**src/logic/ufu_pkg.sv**
```systemverilog
// Shared constants for the upstream USB 2.0 front end control block
package ufu_pkg;

    // ==================================================================
    // Register map (byte addresses)
    // ==================================================================
    localparam logic [7:0]  CTRL_OFFSET      = 8'hc8;
    localparam logic [7:0]  IRQ_STAT_OFFSET  = 8'hcc;
    localparam logic [7:0]  IRQ_MASK_OFFSET  = 8'hd0;

    // ==================================================================
    // Control register field positions
    // ==================================================================
    localparam int          TERM_EN_BIT      = 29;
    localparam int          SQUELCH_B_BIT    = 28;
    localparam int          DISC_BIT         = 27;
    localparam int          TUNE_LSB         = 24;
    localparam int          TUNE_W           = 3;
    localparam int          CTRL_LANE        = 3;

    // ==================================================================
    // Interrupt status / mask layout
    // ==================================================================
    localparam int          EVT_W            = 2;
    localparam int          EVT_DISC_BIT     = 0;
    localparam int          EVT_SQUELCH_BIT  = 1;
    localparam int          EVT_LANE         = 0;

    // ==================================================================
    // Reset values
    // ==================================================================
    localparam logic            TERM_EN_RST  = 1'b0;
    localparam logic [2:0]      TUNE_RST     = 3'h0;
    localparam logic [EVT_W-1:0] EVT_RST     = 2'h0;
    localparam logic [31:0]     ZERO_WORD    = 32'h0000_0000;

endpackage

```
**src/logic/ufu_tune_if.sv**
```systemverilog
// Link between the register bank and the squelch tune keeper
`timescale 1ns/100ps
interface ufu_tune_if;
    logic       wr_stb;     // Software write of the tune field
    logic [2:0] wr_data;
    logic [2:0] tune;       // Live tune value

    modport bank   (output wr_stb, output wr_data, input tune);
    modport keeper (input wr_stb, input wr_data, output tune);
endinterface

```
**src/logic/ufu_tune_keeper.sv**
```systemverilog
// Squelch tune field with image capture and restore
`timescale 1ns/100ps
module ufu_tune_keeper (
    input  wire logic       clock,
    input  wire logic       rst_b,
    input  wire logic       image_load,
    input  wire logic       eeprom_present,
    input  wire logic [2:0] config_squelch_threshold,
    input  wire logic       otp_programmed,
    input  wire logic [2:0] otp_squelch_threshold,
    input  wire logic       usb_reset,
    input  wire logic       lite_reset,
    ufu_tune_if.keeper      tif
);

    logic [2:0] image_q;
    logic [2:0] image_d;
    logic [2:0] tune_q;

    // ==================================================================
    // Image source selection
    // ==================================================================
    // EEPROM first, then OTP, else zero
    always_comb begin
        if (eeprom_present) begin
            image_d = config_squelch_threshold;
        end else if (otp_programmed) begin
            image_d = otp_squelch_threshold;
        end else begin
            image_d = ufu_pkg::TUNE_RST;
        end
    end

    // Latch the image each time the configuration is loaded
    always_ff @(posedge clock) begin
        if (!rst_b) begin
            image_q <= ufu_pkg::TUNE_RST;
        end else if (image_load) begin
            image_q <= image_d;
        end
    end

    // ==================================================================
    // Live tune field
    // ==================================================================
    // Bus resets restore the image; protected resets never reach here
    always_ff @(posedge clock) begin
        if (!rst_b) begin
            tune_q <= ufu_pkg::TUNE_RST;
        end else if (image_load) begin
            tune_q <= image_d;
        end else if (usb_reset || lite_reset) begin
            tune_q <= image_q;
        end else if (tif.wr_stb) begin
            tune_q <= tif.wr_data;
        end
    end

    assign tif.tune = tune_q;

endmodule

```
**src/logic/ufu_afe_ctrl.sv**
```systemverilog
// Upstream USB 2.0 front end control register bank on classic Wishbone
`timescale 1ns/100ps

// What this block does
// - Bit 29 is read/write high-speed termination enable, zero after reset.
// - Bit 28 reads the active-low squelch state; zero means data valid.
// - Bit 27 reads the high-speed disconnect state; one means disconnected.
// - Bits 26:24 hold a read/write squelch trip-point tune code.
// - A protected reset leaves the squelch tune field untouched.
// - Tune default comes from EEPROM, else OTP, else zero.
// - USB reset or lite reset restores tune from the last loaded image.
module ufu_afe_ctrl (
    input  wire logic        clock,
    input  wire logic        rst_b,
    // Wishbone slave
    input  wire logic        wb_cyc_i,
    input  wire logic        wb_stb_i,
    input  wire logic        wb_we_i,
    input  wire logic [7:0]  wb_adr_i,
    input  wire logic [3:0]  wb_sel_i,
    input  wire logic [31:0] wb_dat_i,
    output logic      [31:0] wb_dat_o,
    output logic             wb_ack_o,
    // Resets and configuration image
    input  wire logic        protected_reset,
    input  wire logic        usb_reset,
    input  wire logic        lite_reset,
    input  wire logic        image_load,
    input  wire logic        eeprom_present,
    input  wire logic [2:0]  config_squelch_threshold,
    input  wire logic        otp_programmed,
    input  wire logic [2:0]  otp_squelch_threshold,
    // Analog front end
    input  wire logic        afe_squelch_active_low,
    input  wire logic        afe_disconnect,
    output logic             hs_termination_enable,
    output logic      [2:0]  squelch_trip_tune,
    // Interrupt
    output logic             irq
);

    // ==================================================================
    // Declarations
    // ==================================================================
    // Bus handshake and read data
    logic                       ack_q;
    logic [31:0]                rdata_q;
    // Control field and front end state
    logic                       term_en_q;
    logic [1:0]                 sq_sync_q;
    logic [1:0]                 disc_sync_q;
    logic                       sq_prev_q;
    logic                       disc_prev_q;
    // Events, status and mask
    logic [ufu_pkg::EVT_W-1:0]  stat_q;
    logic [ufu_pkg::EVT_W-1:0]  mask_q;
    logic [ufu_pkg::EVT_W-1:0]  evt_set;
    logic [ufu_pkg::EVT_W-1:0]  stat_clr;
    logic                       disc_rise;
    logic                       sq_change;
    // Decode and write strobes
    logic                       req;
    logic                       wr_take;
    logic                       hit_ctrl;
    logic                       hit_stat;
    logic                       hit_mask;
    logic [31:0]                rd_word;
    logic                       wr_ctrl;
    logic                       wr_stat;
    logic                       wr_mask;

    // Carries tune writes to the keeper and the live value back
    ufu_tune_if tif ();

    // Build the control word from live state
    function automatic logic [31:0] ctrl_word(input logic       term,
                                              input logic       sq_b,
                                              input logic       disc,
                                              input logic [2:0] tune);
        logic [31:0] w;
        w = ufu_pkg::ZERO_WORD;
        w[ufu_pkg::TERM_EN_BIT]   = term;
        w[ufu_pkg::SQUELCH_B_BIT] = sq_b;
        w[ufu_pkg::DISC_BIT]      = disc;
        w[ufu_pkg::TUNE_LSB +: ufu_pkg::TUNE_W] = tune;
        return w;
    endfunction

    // ==================================================================
    // Helper functions
    // ==================================================================
    // Exact byte address match; sub-word offsets never decode
    function automatic logic addr_hit(input logic [7:0] adr,
                                      input logic [7:0] offset);
        return adr == offset;
    endfunction

    // Write strobe for one register, gated by the lane holding its fields
    function automatic logic lane_write(input logic       take,
                                        input logic       hit,
                                        input logic [3:0] sel,
                                        input int         lane);
        return take && hit && sel[lane];
    endfunction

    // Event bits at the bottom of an otherwise zero word
    function automatic logic [31:0] evt_word(input logic [ufu_pkg::EVT_W-1:0] bits);
        logic [31:0] w;
        w = ufu_pkg::ZERO_WORD;
        w[ufu_pkg::EVT_W-1:0] = bits;
        return w;
    endfunction

    // ==================================================================
    // Bus handshake
    // ==================================================================
    // A new request is one not yet answered; gating with ack keeps a
    // request still held in the ack cycle from being taken twice
    assign req     = wb_cyc_i && wb_stb_i && !ack_q;
    // Writes take effect at the edge where the master sees ack, while
    // address, lanes and data are still held
    assign wr_take = wb_cyc_i && wb_stb_i && ack_q && wb_we_i;

    // Address decode; addresses outside the map hit nothing
    always_comb begin
        hit_ctrl = 1'b0;
        hit_stat = 1'b0;
        hit_mask = 1'b0;
        if (addr_hit(wb_adr_i, ufu_pkg::CTRL_OFFSET)) begin
            hit_ctrl = 1'b1;
        end else if (addr_hit(wb_adr_i, ufu_pkg::IRQ_STAT_OFFSET)) begin
            hit_stat = 1'b1;
        end else if (addr_hit(wb_adr_i, ufu_pkg::IRQ_MASK_OFFSET)) begin
            hit_mask = 1'b1;
        end
    end

    // Lane-qualified write strobes; control fields sit in the top byte,
    // event bits in the bottom byte
    assign wr_ctrl = lane_write(wr_take, hit_ctrl, wb_sel_i, ufu_pkg::CTRL_LANE);
    assign wr_stat = lane_write(wr_take, hit_stat, wb_sel_i, ufu_pkg::EVT_LANE);
    assign wr_mask = lane_write(wr_take, hit_mask, wb_sel_i, ufu_pkg::EVT_LANE);

    // Read mux; unmapped addresses read zero
    // Status and mask share one layout at the bottom of the word
    always_comb begin
        rd_word = ufu_pkg::ZERO_WORD;
        if (hit_ctrl) begin
            rd_word = ctrl_word(term_en_q, sq_sync_q[1], disc_sync_q[1], tif.tune);
        end else if (hit_stat) begin
            rd_word = evt_word(stat_q);
        end else if (hit_mask) begin
            rd_word = evt_word(mask_q);
        end
    end

    // One wait state, ack for one cycle
    // The answer comes one cycle after the take for every address
    always_ff @(posedge clock) begin
        if (!rst_b) begin
            ack_q <= 1'b0;
        end else begin
            ack_q <= req;
        end
    end

    // Read data captured as the request is taken; it stands in the
    // ack cycle and holds until the next request
    always_ff @(posedge clock) begin
        if (!rst_b) begin
            rdata_q <= ufu_pkg::ZERO_WORD;
        end else if (req) begin
            rdata_q <= rd_word;
        end
    end

    assign wb_ack_o = ack_q;
    assign wb_dat_o = rdata_q;

    // ==================================================================
    // Control fields
    // ==================================================================
    // Termination enable; cleared by full and protected reset alike
    // The tune field is absent here on purpose: it survives protection
    always_ff @(posedge clock) begin
        if (!rst_b) begin
            term_en_q <= ufu_pkg::TERM_EN_RST;
        end else if (protected_reset) begin
            term_en_q <= ufu_pkg::TERM_EN_RST;
        end else if (wr_ctrl) begin
            term_en_q <= wb_dat_i[ufu_pkg::TERM_EN_BIT];
        end
    end

    // Drives the termination switch on both data lines directly
    assign hs_termination_enable = term_en_q;

    // Tune writes pass to the keeper; protected reset is not routed there
    // The live tune value returns through the interface to the pin
    assign tif.wr_stb  = wr_ctrl;
    assign tif.wr_data = wb_dat_i[ufu_pkg::TUNE_LSB +: ufu_pkg::TUNE_W];
    assign squelch_trip_tune = tif.tune;

    // Tune field storage, image capture and restore
    // The keeper sees no protected reset, which keeps the tune value
    // across one; only full reset, image load, bus resets and tune writes move it
    ufu_tune_keeper u_keeper (
        .clock                    (clock),
        .rst_b                    (rst_b),
        .image_load               (image_load),
        .eeprom_present           (eeprom_present),
        .config_squelch_threshold (config_squelch_threshold),
        .otp_programmed           (otp_programmed),
        .otp_squelch_threshold    (otp_squelch_threshold),
        .usb_reset                (usb_reset),
        .lite_reset               (lite_reset),
        .tif                      (tif)
    );

    // ==================================================================
    // Front end status inputs
    // ==================================================================
    // Two-flop synchronisers on the analog status lines; squelch resets
    // high and disconnect low, the levels of an idle line, so leaving
    // reset on a quiet bus raises no event
    always_ff @(posedge clock) begin
        if (!rst_b) begin
            sq_sync_q   <= 2'h3;
            disc_sync_q <= 2'h0;
        end else begin
            sq_sync_q   <= {sq_sync_q[0], afe_squelch_active_low};
            disc_sync_q <= {disc_sync_q[0], afe_disconnect};
        end
    end

    // Previous synchronised values for edge detection
    // Reset to the same levels as the synchronisers
    always_ff @(posedge clock) begin
        if (!rst_b) begin
            sq_prev_q   <= 1'b1;
            disc_prev_q <= 1'b0;
        end else begin
            sq_prev_q   <= sq_sync_q[1];
            disc_prev_q <= disc_sync_q[1];
        end
    end

    // Disconnect event is the synchronised line going high; the level
    // only means something at end of a high-speed packet, so the event
    // is a hint that the consumer qualifies at the right bit time
    assign disc_rise = disc_sync_q[1] && !disc_prev_q;

    // Squelch event is any change of the synchronised state, so both
    // start and end of valid data are seen
    assign sq_change = sq_sync_q[1] != sq_prev_q;

    // Gather the events into the status layout
    always_comb begin
        evt_set = ufu_pkg::EVT_RST;
        evt_set[ufu_pkg::EVT_DISC_BIT]    = disc_rise;
        evt_set[ufu_pkg::EVT_SQUELCH_BIT] = sq_change;
    end

    // ==================================================================
    // Interrupt status and mask
    // ==================================================================
    // Write one to clear, byte lane 0; written zeros leave bits alone
    // Only lane 0 carries event bits
    always_comb begin
        stat_clr = ufu_pkg::EVT_RST;
        if (wr_stat) begin
            stat_clr = wb_dat_i[ufu_pkg::EVT_W-1:0];
        end
    end

    // Sticky status; a set in the clear cycle wins, so an event that
    // lands as software clears is never lost
    always_ff @(posedge clock) begin
        if (!rst_b) begin
            stat_q <= ufu_pkg::EVT_RST;
        end else begin
            stat_q <= (stat_q & ~stat_clr) | evt_set;
        end
    end

    // Mask register; a set bit lets its status bit drive the interrupt
    always_ff @(posedge clock) begin
        if (!rst_b) begin
            mask_q <= ufu_pkg::EVT_RST;
        end else if (wr_mask) begin
            mask_q <= wb_dat_i[ufu_pkg::EVT_W-1:0];
        end
    end

    // Level interrupt while any unmasked status bit is set; both inputs
    // are registers, so the line is glitch free and drops in the cycle
    // after the last unmasked bit is cleared
    assign irq = |(stat_q & mask_q);

endmodule

```
**config.mk**
```make
export PLATFORM = sky130hd
export DESIGN_NAME = ufu_afe_ctrl
export DESIGN_NICKNAME = d
export VERILOG_FILES = /design/src/logic/ufu_pkg.sv /design/src/logic/ufu_tune_if.sv /design/src/logic/ufu_tune_keeper.sv /design/src/logic/ufu_afe_ctrl.sv
export SDC_FILE = /design/constraint.sdc
export NUM_CORES = 1
export LEC_CHECK = 0
export BUFFER_PORTS_ARGS = -buffer_cell sky130_fd_sc_hd__buf_2
export CORE_MARGIN = 3
export CORE_UTILIZATION = 43
export CTS_CLUSTER_SIZE = 10
export DETAILED_ROUTE_END_ITERATION = 6
export MAX_ROUTING_LAYER = met4
export PLACE_DENSITY = 0.85
export SYNTH_ARGS = -nofsm -noshare
export SYNTH_HDL_FRONTEND = slang
export SYNTH_HIERARCHICAL = 1
export SYNTH_SLANG_ARGS = --single-unit
```
**constraint.sdc**
```tcl
create_clock -name clock -period 4.2 [get_ports clock]
set_input_delay 0.63 -clock clock [delete_from_list [all_inputs] [get_ports clock]]
set_output_delay 0.63 -clock clock [all_outputs]
set_load 0.05 [all_outputs]
```
# --- Word level (Yosys, flattened, before mapping) ---
# Index checks and enable logic that the tools add are counted.
totals:
  ff_bits: 50
  latchBits: 0
  mem_bits_rw: 0
  rom_bits: 0
  out_inout_bits: 38
  n_memories: 0
classes:
  n_addsub: 0
  multipliers: 0
  n_div: 0
  order_cmp: 0
  eq_ne: 4
  shifts: 0
  muxes: 15
  n_bitwise: 5
  reduce_logical: 17
op_table:
  columns: ["cell", "count"]
  rows:
  - ["2-to-1 mux 30 bit", 1]
  - ["== test 8 bit, second input constant", 3]
  - ["2-to-1 mux 3 bit", 5]
  - ["logical AND 1 bit", 11]
  - ["2-to-1 mux 1 bit", 6]
  - ["2-to-1 mux 2 bit", 3]
  - ["AND 2 bit", 2]
  - ["OR reduction 2 bit", 2]
  - ["nonzero test 3 bit", 1]
  - ["logical NOT 1 bit", 2]
  - ["inverter 2 bit", 1]
  - ["bitwise OR 2 bit", 1]
  - ["logical OR 1 bit", 1]
  - ["inequality test 1 bit", 1]
  - ["inverter 1 bit", 1]

# --- Depth between registers and ports, before layout ---
# Gate-level depths: netlist (run 1).
logic_depth:
  ltp_word: 9
  ltp_mapped: 5
  depth_no_buf: 5

# --- By module ---
# The synthesis (run 1) kept the hierarchy.
modules_own_cells:
  columns: ["module", "instances", "cells_per_inst", "area_each_um2", "seq_area_each_um2"]
  rows:
  - ["ufu_afe_ctrl", 1, 115, 1052.3, 400.4]
  - ["ufu_tune_keeper", 1, 33, 287.8, 120.1]

# --- Least setup slack after synthesis (run 1) ---
# Ideal clock, no wire load.
synth_path:
  kind: "input to register"
  start: "in wb_adr_i[0]"
  end: "reg u_keeper.tune_q[1] (netlist: u_keeper/tif.tune[1])"
  setup_time_ns: 0.133
  arrival_ns: 1.841
  setup_slack_ns: 2.226
  path_stages: 5
  path_buffers: 0
  path_cell_list: "nor4b_4 and4_4 nor2b_1 a2111oi_0 o32ai_1"
synth_between:
  elab_chain_cells: 5
synth_lines:
  columns: ["item", "line_no", "rtl"]
  rows:
  - ["start: declaration", "ufu_afe_ctrl.sv:19", "input wire logic [7:0] wb_adr_i,"]
  - ["== test 8 bit", "ufu_afe_ctrl.sv:95", "return adr == offset;"]
  - ["2-to-1 mux 1 bit", "ufu_afe_ctrl.sv:129", "if (addr_hit(wb_adr_i, ufu_pkg::CTRL_OFFSET)) begin"]
  - ["logical AND 1 bit (2 in a row)", "ufu_afe_ctrl.sv:103", "return take && hit && sel[lane];"]
  - ["via tif.wr_stb", "ufu_tune_if.sv:4", "logic wr_stb;"]
  - ["nonzero test 3 bit (no line)", null, null]
  - ["end signal: assignment", "ufu_tune_keeper.sv:51", "tune_q <= image_d;"]
  - ["end signal: assignment", "ufu_tune_keeper.sv:53", "tune_q <= image_q;"]
  - ["end signal: assignment", "ufu_tune_keeper.sv:55", "tune_q <= tif.wr_data;"]
  - ["end: declaration", "ufu_tune_keeper.sv:18", "logic [2:0] tune_q;"]
# The timed path passes the listed nets, and every way through them passes these cells.
# A chain may end at the register's enable or synchronous reset.

# --- Worst setup path after layout (run 1) ---
layout_path:
  start: "in wb_adr_i[0]"
  end: "reg u_keeper.tune_q[0] (netlist: u_keeper/tif.tune[0])"
# Same word-level chain as after synthesis.

==> summary.txt, run 1 <==
Drt
  • Drt total wl: 2840 um
  • Wire length per cell after detailed routing: 12.5 um
  • DRC violations left: 0
  • Drt initial violations: 48
  • Via count: 1152
  • Via/cell ratio: 5.10
  • ANT nets after route: 0
  • DRT Pass-1 Iters: 4

Timing
  • F_max: 0.486 GHz
  • Final setup fails: 0
  • Setup TNS: 0 ps
  • Fin. max-slew vios: 0
  • Tmin final: 2060 ps
  • Final Hold Fails: 0
  • Layout Skew: 9.78 ps
  • RSZ-0062 raised after global routing: no
  • Post-route worst setup slack: 2140 ps
  • Fin crit share: 49.0%

Setup path
  • WP data arrival: 2250 ps
  • Critical path endpoint category: flop
  • Worst Reg2Reg Path Length in Cells: 5
  • Critical R2R Capture: u_keeper/tif.tune[0]
  • Critical path class: in2reg
  • Crit path to: u_keeper/tif.tune[0]
  • Setup crit start: wb_adr_i[0]
  • Reg2reg setup slack: 2560 ps
  • Crit path required time: 4390 ps
  • Crit Path Max Fanout: 7
  • Startpoint types: input pin
  • Worst r2r src: wb_ack_o

Floorplan
  • Die ar.: 3820 um2
  • # rows: 19
  • Starting Density: 47.0%
  • Die Wd: 61.8 um
  • CORE AREA: 2850 um2
  • Die height: 61.8 um
  • Ports: 101

Logic synthesis
  • Yosys cell types: 33
  • Post-Syn Instances: 148
  • Syn avg cell area: 9.05 um2
  • Synthesized flop and latch total: 26
  • Syn. warnings: 6
  • Sequential area share after synthesis: 38.8%
  • Mapped Area: 1340 um2

Cells and area
  • Diodes inserted: 0
  • Share of layout cells above drive strength 1: 28.2%
  • P&R area growth vs syn: 14.7%
  • Design Area, Final: 1540 um2
  • Final std cells w/o fill: 226
  • Final Core Density: 53.9%
  • Final net count: 260

Clocking
  • CTS Buf Count: 3
  • CTS resizes: 0
  • Post-CTS setup buffer count: 0
  • Post-CTS Hold Buffers: 0
  • Clock latency on the worst-skew pair: 310 ps
  • CTS tree: yes
  • Clock-pin slew on the worst setup and hold paths: 120 ps
  • Clk sinks: 26
  • Root buffer cell: clkbuf_4
  • Clk buf depth: 2
  • H-tree levels: 1

Placed design
  • Final GP Congestion: 0.723
  • Placed Area: 1510 um2
  • Detail Placement HPWL: 2210 um
  • Placed Instances: 223
  • Placement Setup Slack: 1830 ps
  • PortBufs: 48

Power
  • Worst vdd ir: 0.196 mV
  • Power Dens Cells: 306 nW/um2
  • Pleak: 0.704 nW

Global routing
  • Gr ovfl total: 0
  • Initial antenna violation count: 0
  • Vias in the first global route: 1025
  • Gr usage total: 15.9%
  • First-pass GRT wire length: 4370 um
  • Largest net degree at the start of global routing: 28

Job
  • Max-Cap Viols: 0

Hold path
  • HP Start: sq_sync_q[0]
  • Hold WC Path Type: reg2reg

Run status
  • Status: finished, final reports clean
through the flow:
step                total power (W)  hold slack [ps]
floorplan                  0.000362              386
global placement           0.000372              388
detailed placement         0.000374              397
CTS                        0.000473              427
global route               0.000493              447
finish                     0.000469              420
synthesized netlist by cell type (all sizes together):
cell type / n / area [um2]
a2111oi: 3 / 26.3
a21boi: 6 / 45.0
a21oi: 8 / 40.0
a22o: 1 / 8.76
a32oi: 2 / 17.5
and2: 3 / 18.8
and3b: 5 / 43.8
and4: 2 / 20.0
and4bb: 1 / 12.5
buf: 24 / 180
clkbuf: 3 / 11.3
conb: 1 / 3.75
dfxtp: 26 / 521
inv: 2 / 7.51
mux2i: 3 / 30.0
nand2: 14 / 52.6
nand2b: 4 / 25.0
nand3: 2 / 10.0
nand3b: 1 / 7.51
nand4: 7 / 43.8
nand4b: 1 / 8.76
nand4bb: 2 / 22.5
nor2: 6 / 22.5
nor2b: 6 / 37.5
nor4: 2 / 18.8
nor4b: 1 / 23.8
o21ai: 5 / 25.0
o31ai: 2 / 15.0
o32ai: 3 / 26.3
or2: 1 / 6.26
xor2: 1 / 8.76
routing by layer:
metal	up-vias	share of wire (%)	GRT usage, %
li1	586	-	-
met1	517	43	17.7
met2	47	48	26.8
met3	2	8.1	5.99
met4	0	0.49	3.94
met5	-	0	-
worst max-delay path, cell delays in order:
cell and delay, ps:
buf_2 120, nor4b_4 490, and4_4 370, nor2b_1 60
a2111oi_0 420, o32ai_1 150
kinds of logic after synthesis:
group           Yosys count  share of synthesized area (%)
buf+inv                  29                           14.8
flops                    26                           38.8
xor+xnor                  1                          0.654
compound gates           30                           15.2
other cells               1                          0.280
mux                       3                           2.24
simple gates             58                           27.9
power by group:
group / total, W / internal, W / switching, W
clock: 0.000101 / 0.0000335 / 0.0000670
sequential: 0.000259 / 0.000255 / 0.00000459
combinational: 0.000110 / 0.0000265 / 0.0000831
total: 0.000469 / 0.000315 / 0.000155
sequential cells by signal, summed over array words and instances (netlist names):
name	count
u_keeper/image_q	3
u_keeper/tif.tune	3
hs_termination_enable	1
wb_dat_o	8
stat_q	2
sq_prev_q	1
disc_sync_q	2
sq_sync_q	2
mask_q	2
disc_prev_q	1
wb_ack_o	1
layout by cell type (no fill, tap or decap), types with 3 or more instances in the layout:
master,count
nand2b_1,4
conb_1,24
o32ai_1,3
a2111oi_0,3
dfxtp_1,26
and3b_1,5
o21ai_0,5
nand2_1,14
a21boi_1,6
nor2b_1,6
nand4_1,7
a21oi_1,8
clkbuf_4,3
and2_1,3
mux2i_1,3
nor2_1,6
buf_2,48
layout make-up:
class | instances | area [um2]
clock buffer | 3 | 22.5
fill | 277 | 1320
inverter | 2 | 7.51
timing repair buffer | 48 | 240
sequential | 26 | 520
multi-input combinational | 116 | 707
tap | 31 | 38.8
worst min path at each step:
stage	to	slack, ps	cells past startpoint
6_report	sq_sync_q[1]	420	1
2_1_floorplan	sq_sync_q[1]	390	1
3_3_place_gp	sq_sync_q[1]	390	1
4_1_cts	sq_sync_q[1]	430	1
5_1_grt	sq_sync_q[1]	450	1
3_5_place_dp	sq_sync_q[1]	400	1
No activity file was read; power rests on OpenSTA's default activity.
==> run 2, diff against run 1 <==
Settings changed: CORE_UTILIZATION 43 to 40, PLACE_DENSITY 0.85 to 0.8.
Clock period 4.2 ns to 2.1 ns, I/O delays scaled along.
==> summary.txt, run 2 (synthesis results as in run 1) <==
Power
  • Worst vdd ir: 0.434 mV (was 0.196 mV)
  • Power Dens Cells: 627 nW/um2 (was 306 nW/um2)
  • Post-route total power: 0.000991 W (was 0.000469 W)
  • Pleak: 0.722 nW (was 0.704 nW)

Drt
  • Post-Route M1 WL: 1260 um (was 1230 um)
  • Uppermost routed layer: met3 (was met4)
  • WL met2: 1410 um (was 1360 um)
  • DRT Pass-1 Iters: 4 (unchanged)
  • Via/cell ratio: 4.84 (was 5.10)
  • DRC violations left: 0 (unchanged)
  • Wire length per cell after detailed routing: 12.0 um (was 12.5 um)
  • Drt total wl: 2910 um (was 2840 um)
  • Met3 wire length: 238 um (was 229 um)
  • Via count: 1171 (was 1152)
  • ANT nets after route: 0 (unchanged)
  • Drt initial violations: 57 (was 48)

Placed design
  • Detail Placement HPWL: 2300 um (was 2210 um)
  • Placement Setup Slack: 265 ps (was 1830 ps)
  • Final GP Congestion: 0.890 (was 0.723)
  • PortBufs: 48 (unchanged)
  • Placed Instances: 238 (was 223)

Floorplan
  • # rows: 20 (was 19)
  • Die height: 63.9 um (was 61.8 um)
  • Die ar.: 4080 um2 (was 3820 um2)
  • CORE AREA: 3130 um2 (was 2850 um2)
  • Die Wd: 63.9 um (was 61.8 um)
  • Starting Density: 42.8% (was 47.0%)
  • Ports: 101 (unchanged)

Clocking
  • Post-CTS Hold Buffers: 0 (unchanged)
  • H-tree levels: 1 (unchanged)
  • CTS tree: yes (unchanged)
  • Clock-pin slew on the worst setup and hold paths: 140 ps (was 120 ps)
  • Post-CTS setup buffer count: 0 (unchanged)
  • CTS resizes: 0 (unchanged)
  • CTS Buf Count: 3 (unchanged)
  • Clock latency on the worst-skew pair: 320 ps (was 310 ps)
  • Clk buf depth: 2 (unchanged)
  • Root buffer cell: clkbuf_4 (unchanged)
  • Clk sinks: 26 (unchanged)

Cells and area
  • Final net count: 262 (was 260)
  • Final std cells w/o fill: 242 (was 226)
  • Most frequent cells in the layout: buf_2 (48), dfxtp_1 (26), conb_1 (24) (unchanged)
  • Most common cell after layout, fill and taps aside: buf_2 (unchanged)
  • Fillcell total: 316 (was 277)
  • Largest register FFs: 8 (unchanged)
  • Diodes inserted: 0 (unchanged)
  • Share of layout cells above drive strength 1: 29.3% (was 28.2%)
  • P&R area growth vs syn: 18.0% (was 14.7%)

Timing
  • RSZ-0062 raised after global routing: no (unchanged)
  • Tmin final: 1640 ps
  • Final setup fails: 0 (unchanged)
  • Post-route worst setup slack: 455 ps (was 2140 ps)
  • F_max: 0.608 GHz
  • Final Hold Fails: 0 (unchanged)
  • Fin. max-slew vios: 0 (unchanged)
  • Fin crit share: 78.3%
  • Layout Skew: 1.82 ps (was 9.78 ps)
  • Setup TNS: 0 ps (unchanged)

Global routing
  • Gr ovfl total: 0 (unchanged)
  • Largest net degree at the start of global routing: 28 (unchanged)
  • Initial antenna violation count: 0 (unchanged)
  • Vias in the first global route: 1007 (was 1025)
  • First-pass GRT wire length: 4460 um (was 4370 um)
  • Gr usage total: 13.9% (was 15.9%)

Setup path
  • Crit Path Max Fanout: 7 (unchanged)
  • Startpoint types: flop (was input pin)
  • Critical path class: reg2reg (was in2reg)
  • Crit path required time: 2310 ps (was 4390 ps)
  • Critical path's slowest cell: a2111oi_0 (was nor4b_4)
  • WP data arrival: 1850 ps (was 2250 ps)
  • Critical path endpoint category: flop (unchanged)
  • Slowest cell delay on critical path: 430 ps (was 490 ps)
  • CP cell instances: and4_1, and4_4, nor2b_1, a2111oi_0, o32ai_1 (was buf_2, nor4b_4, and4_4, nor2b_1, a2111oi_0, o32ai_1)

Job
  • Max-Cap Viols: 0 (unchanged)

Run status
  • Status: finished, final reports clean (unchanged)

Hold path
  • Hold WC Path Type: in2reg (was reg2reg)
==> run 2: cell types whose count changed in the layout (fill, tap and decap cells not counted) <==
cell and delta:
clkbuf_8 +1, buf_4 +2
==> run 2: layout make-up <==
type	instances	area (um2)	area share, %
repair buffers	50	255	16.1
well taps	44	55.1	3.48
multi-input cells	116	707	44.7
clock buffers	4	36.3	2.29
inverters	2	7.51	0.475
flip-flops and latches	26	520	32.9
==> run 2: power by group <==
group | switching (W) | internal (W)
sequential | 0.00000907 | 0.000509
clock | 0.000146 | 0.000106
combinational | 0.000166 | 0.0000542
==> run 2: path summary, 6_finish.rpt <==
kind / from / endpoint / slack (ps) / cells past startpoint
worst max-delay path: wb_ack_o / u_keeper/tif.tune[0] / 460 / 5
worst min-delay path: afe_squelch_active_low / sq_sync_q[0] / 160 / 2
worst max register to register: wb_ack_o / u_keeper/tif.tune[0] / 460 / 5
worst min register to register: sq_sync_q[0] / sq_sync_q[1] / 430 / 1
==> run 2: metrics by stage <==
stage	cell area (um2)	utilization (%)	hold slack, ps
floorplan	1430	-	386
global placement	1550	49.4	390
detailed placement	1550	49.4	396
CTS	1580	50.6	158
global route	1580	50.6	172
finish	1580	50.6	162
==> run 2: routing by layer <==
metal  vias up  GRT usage, %
met3         0          5.27
met4         0          2.96
met5         -             -
met2        54          21.7
met1       528          17.2
li1        589             -
==> run 2: critical path, delay by kind of cell (launching register included) <==
kind             cells  cell delay (ps)
AO/OA/AOI/OAI        2              580
AND/OR/NAND/NOR      3              570
flip-flops           1              390
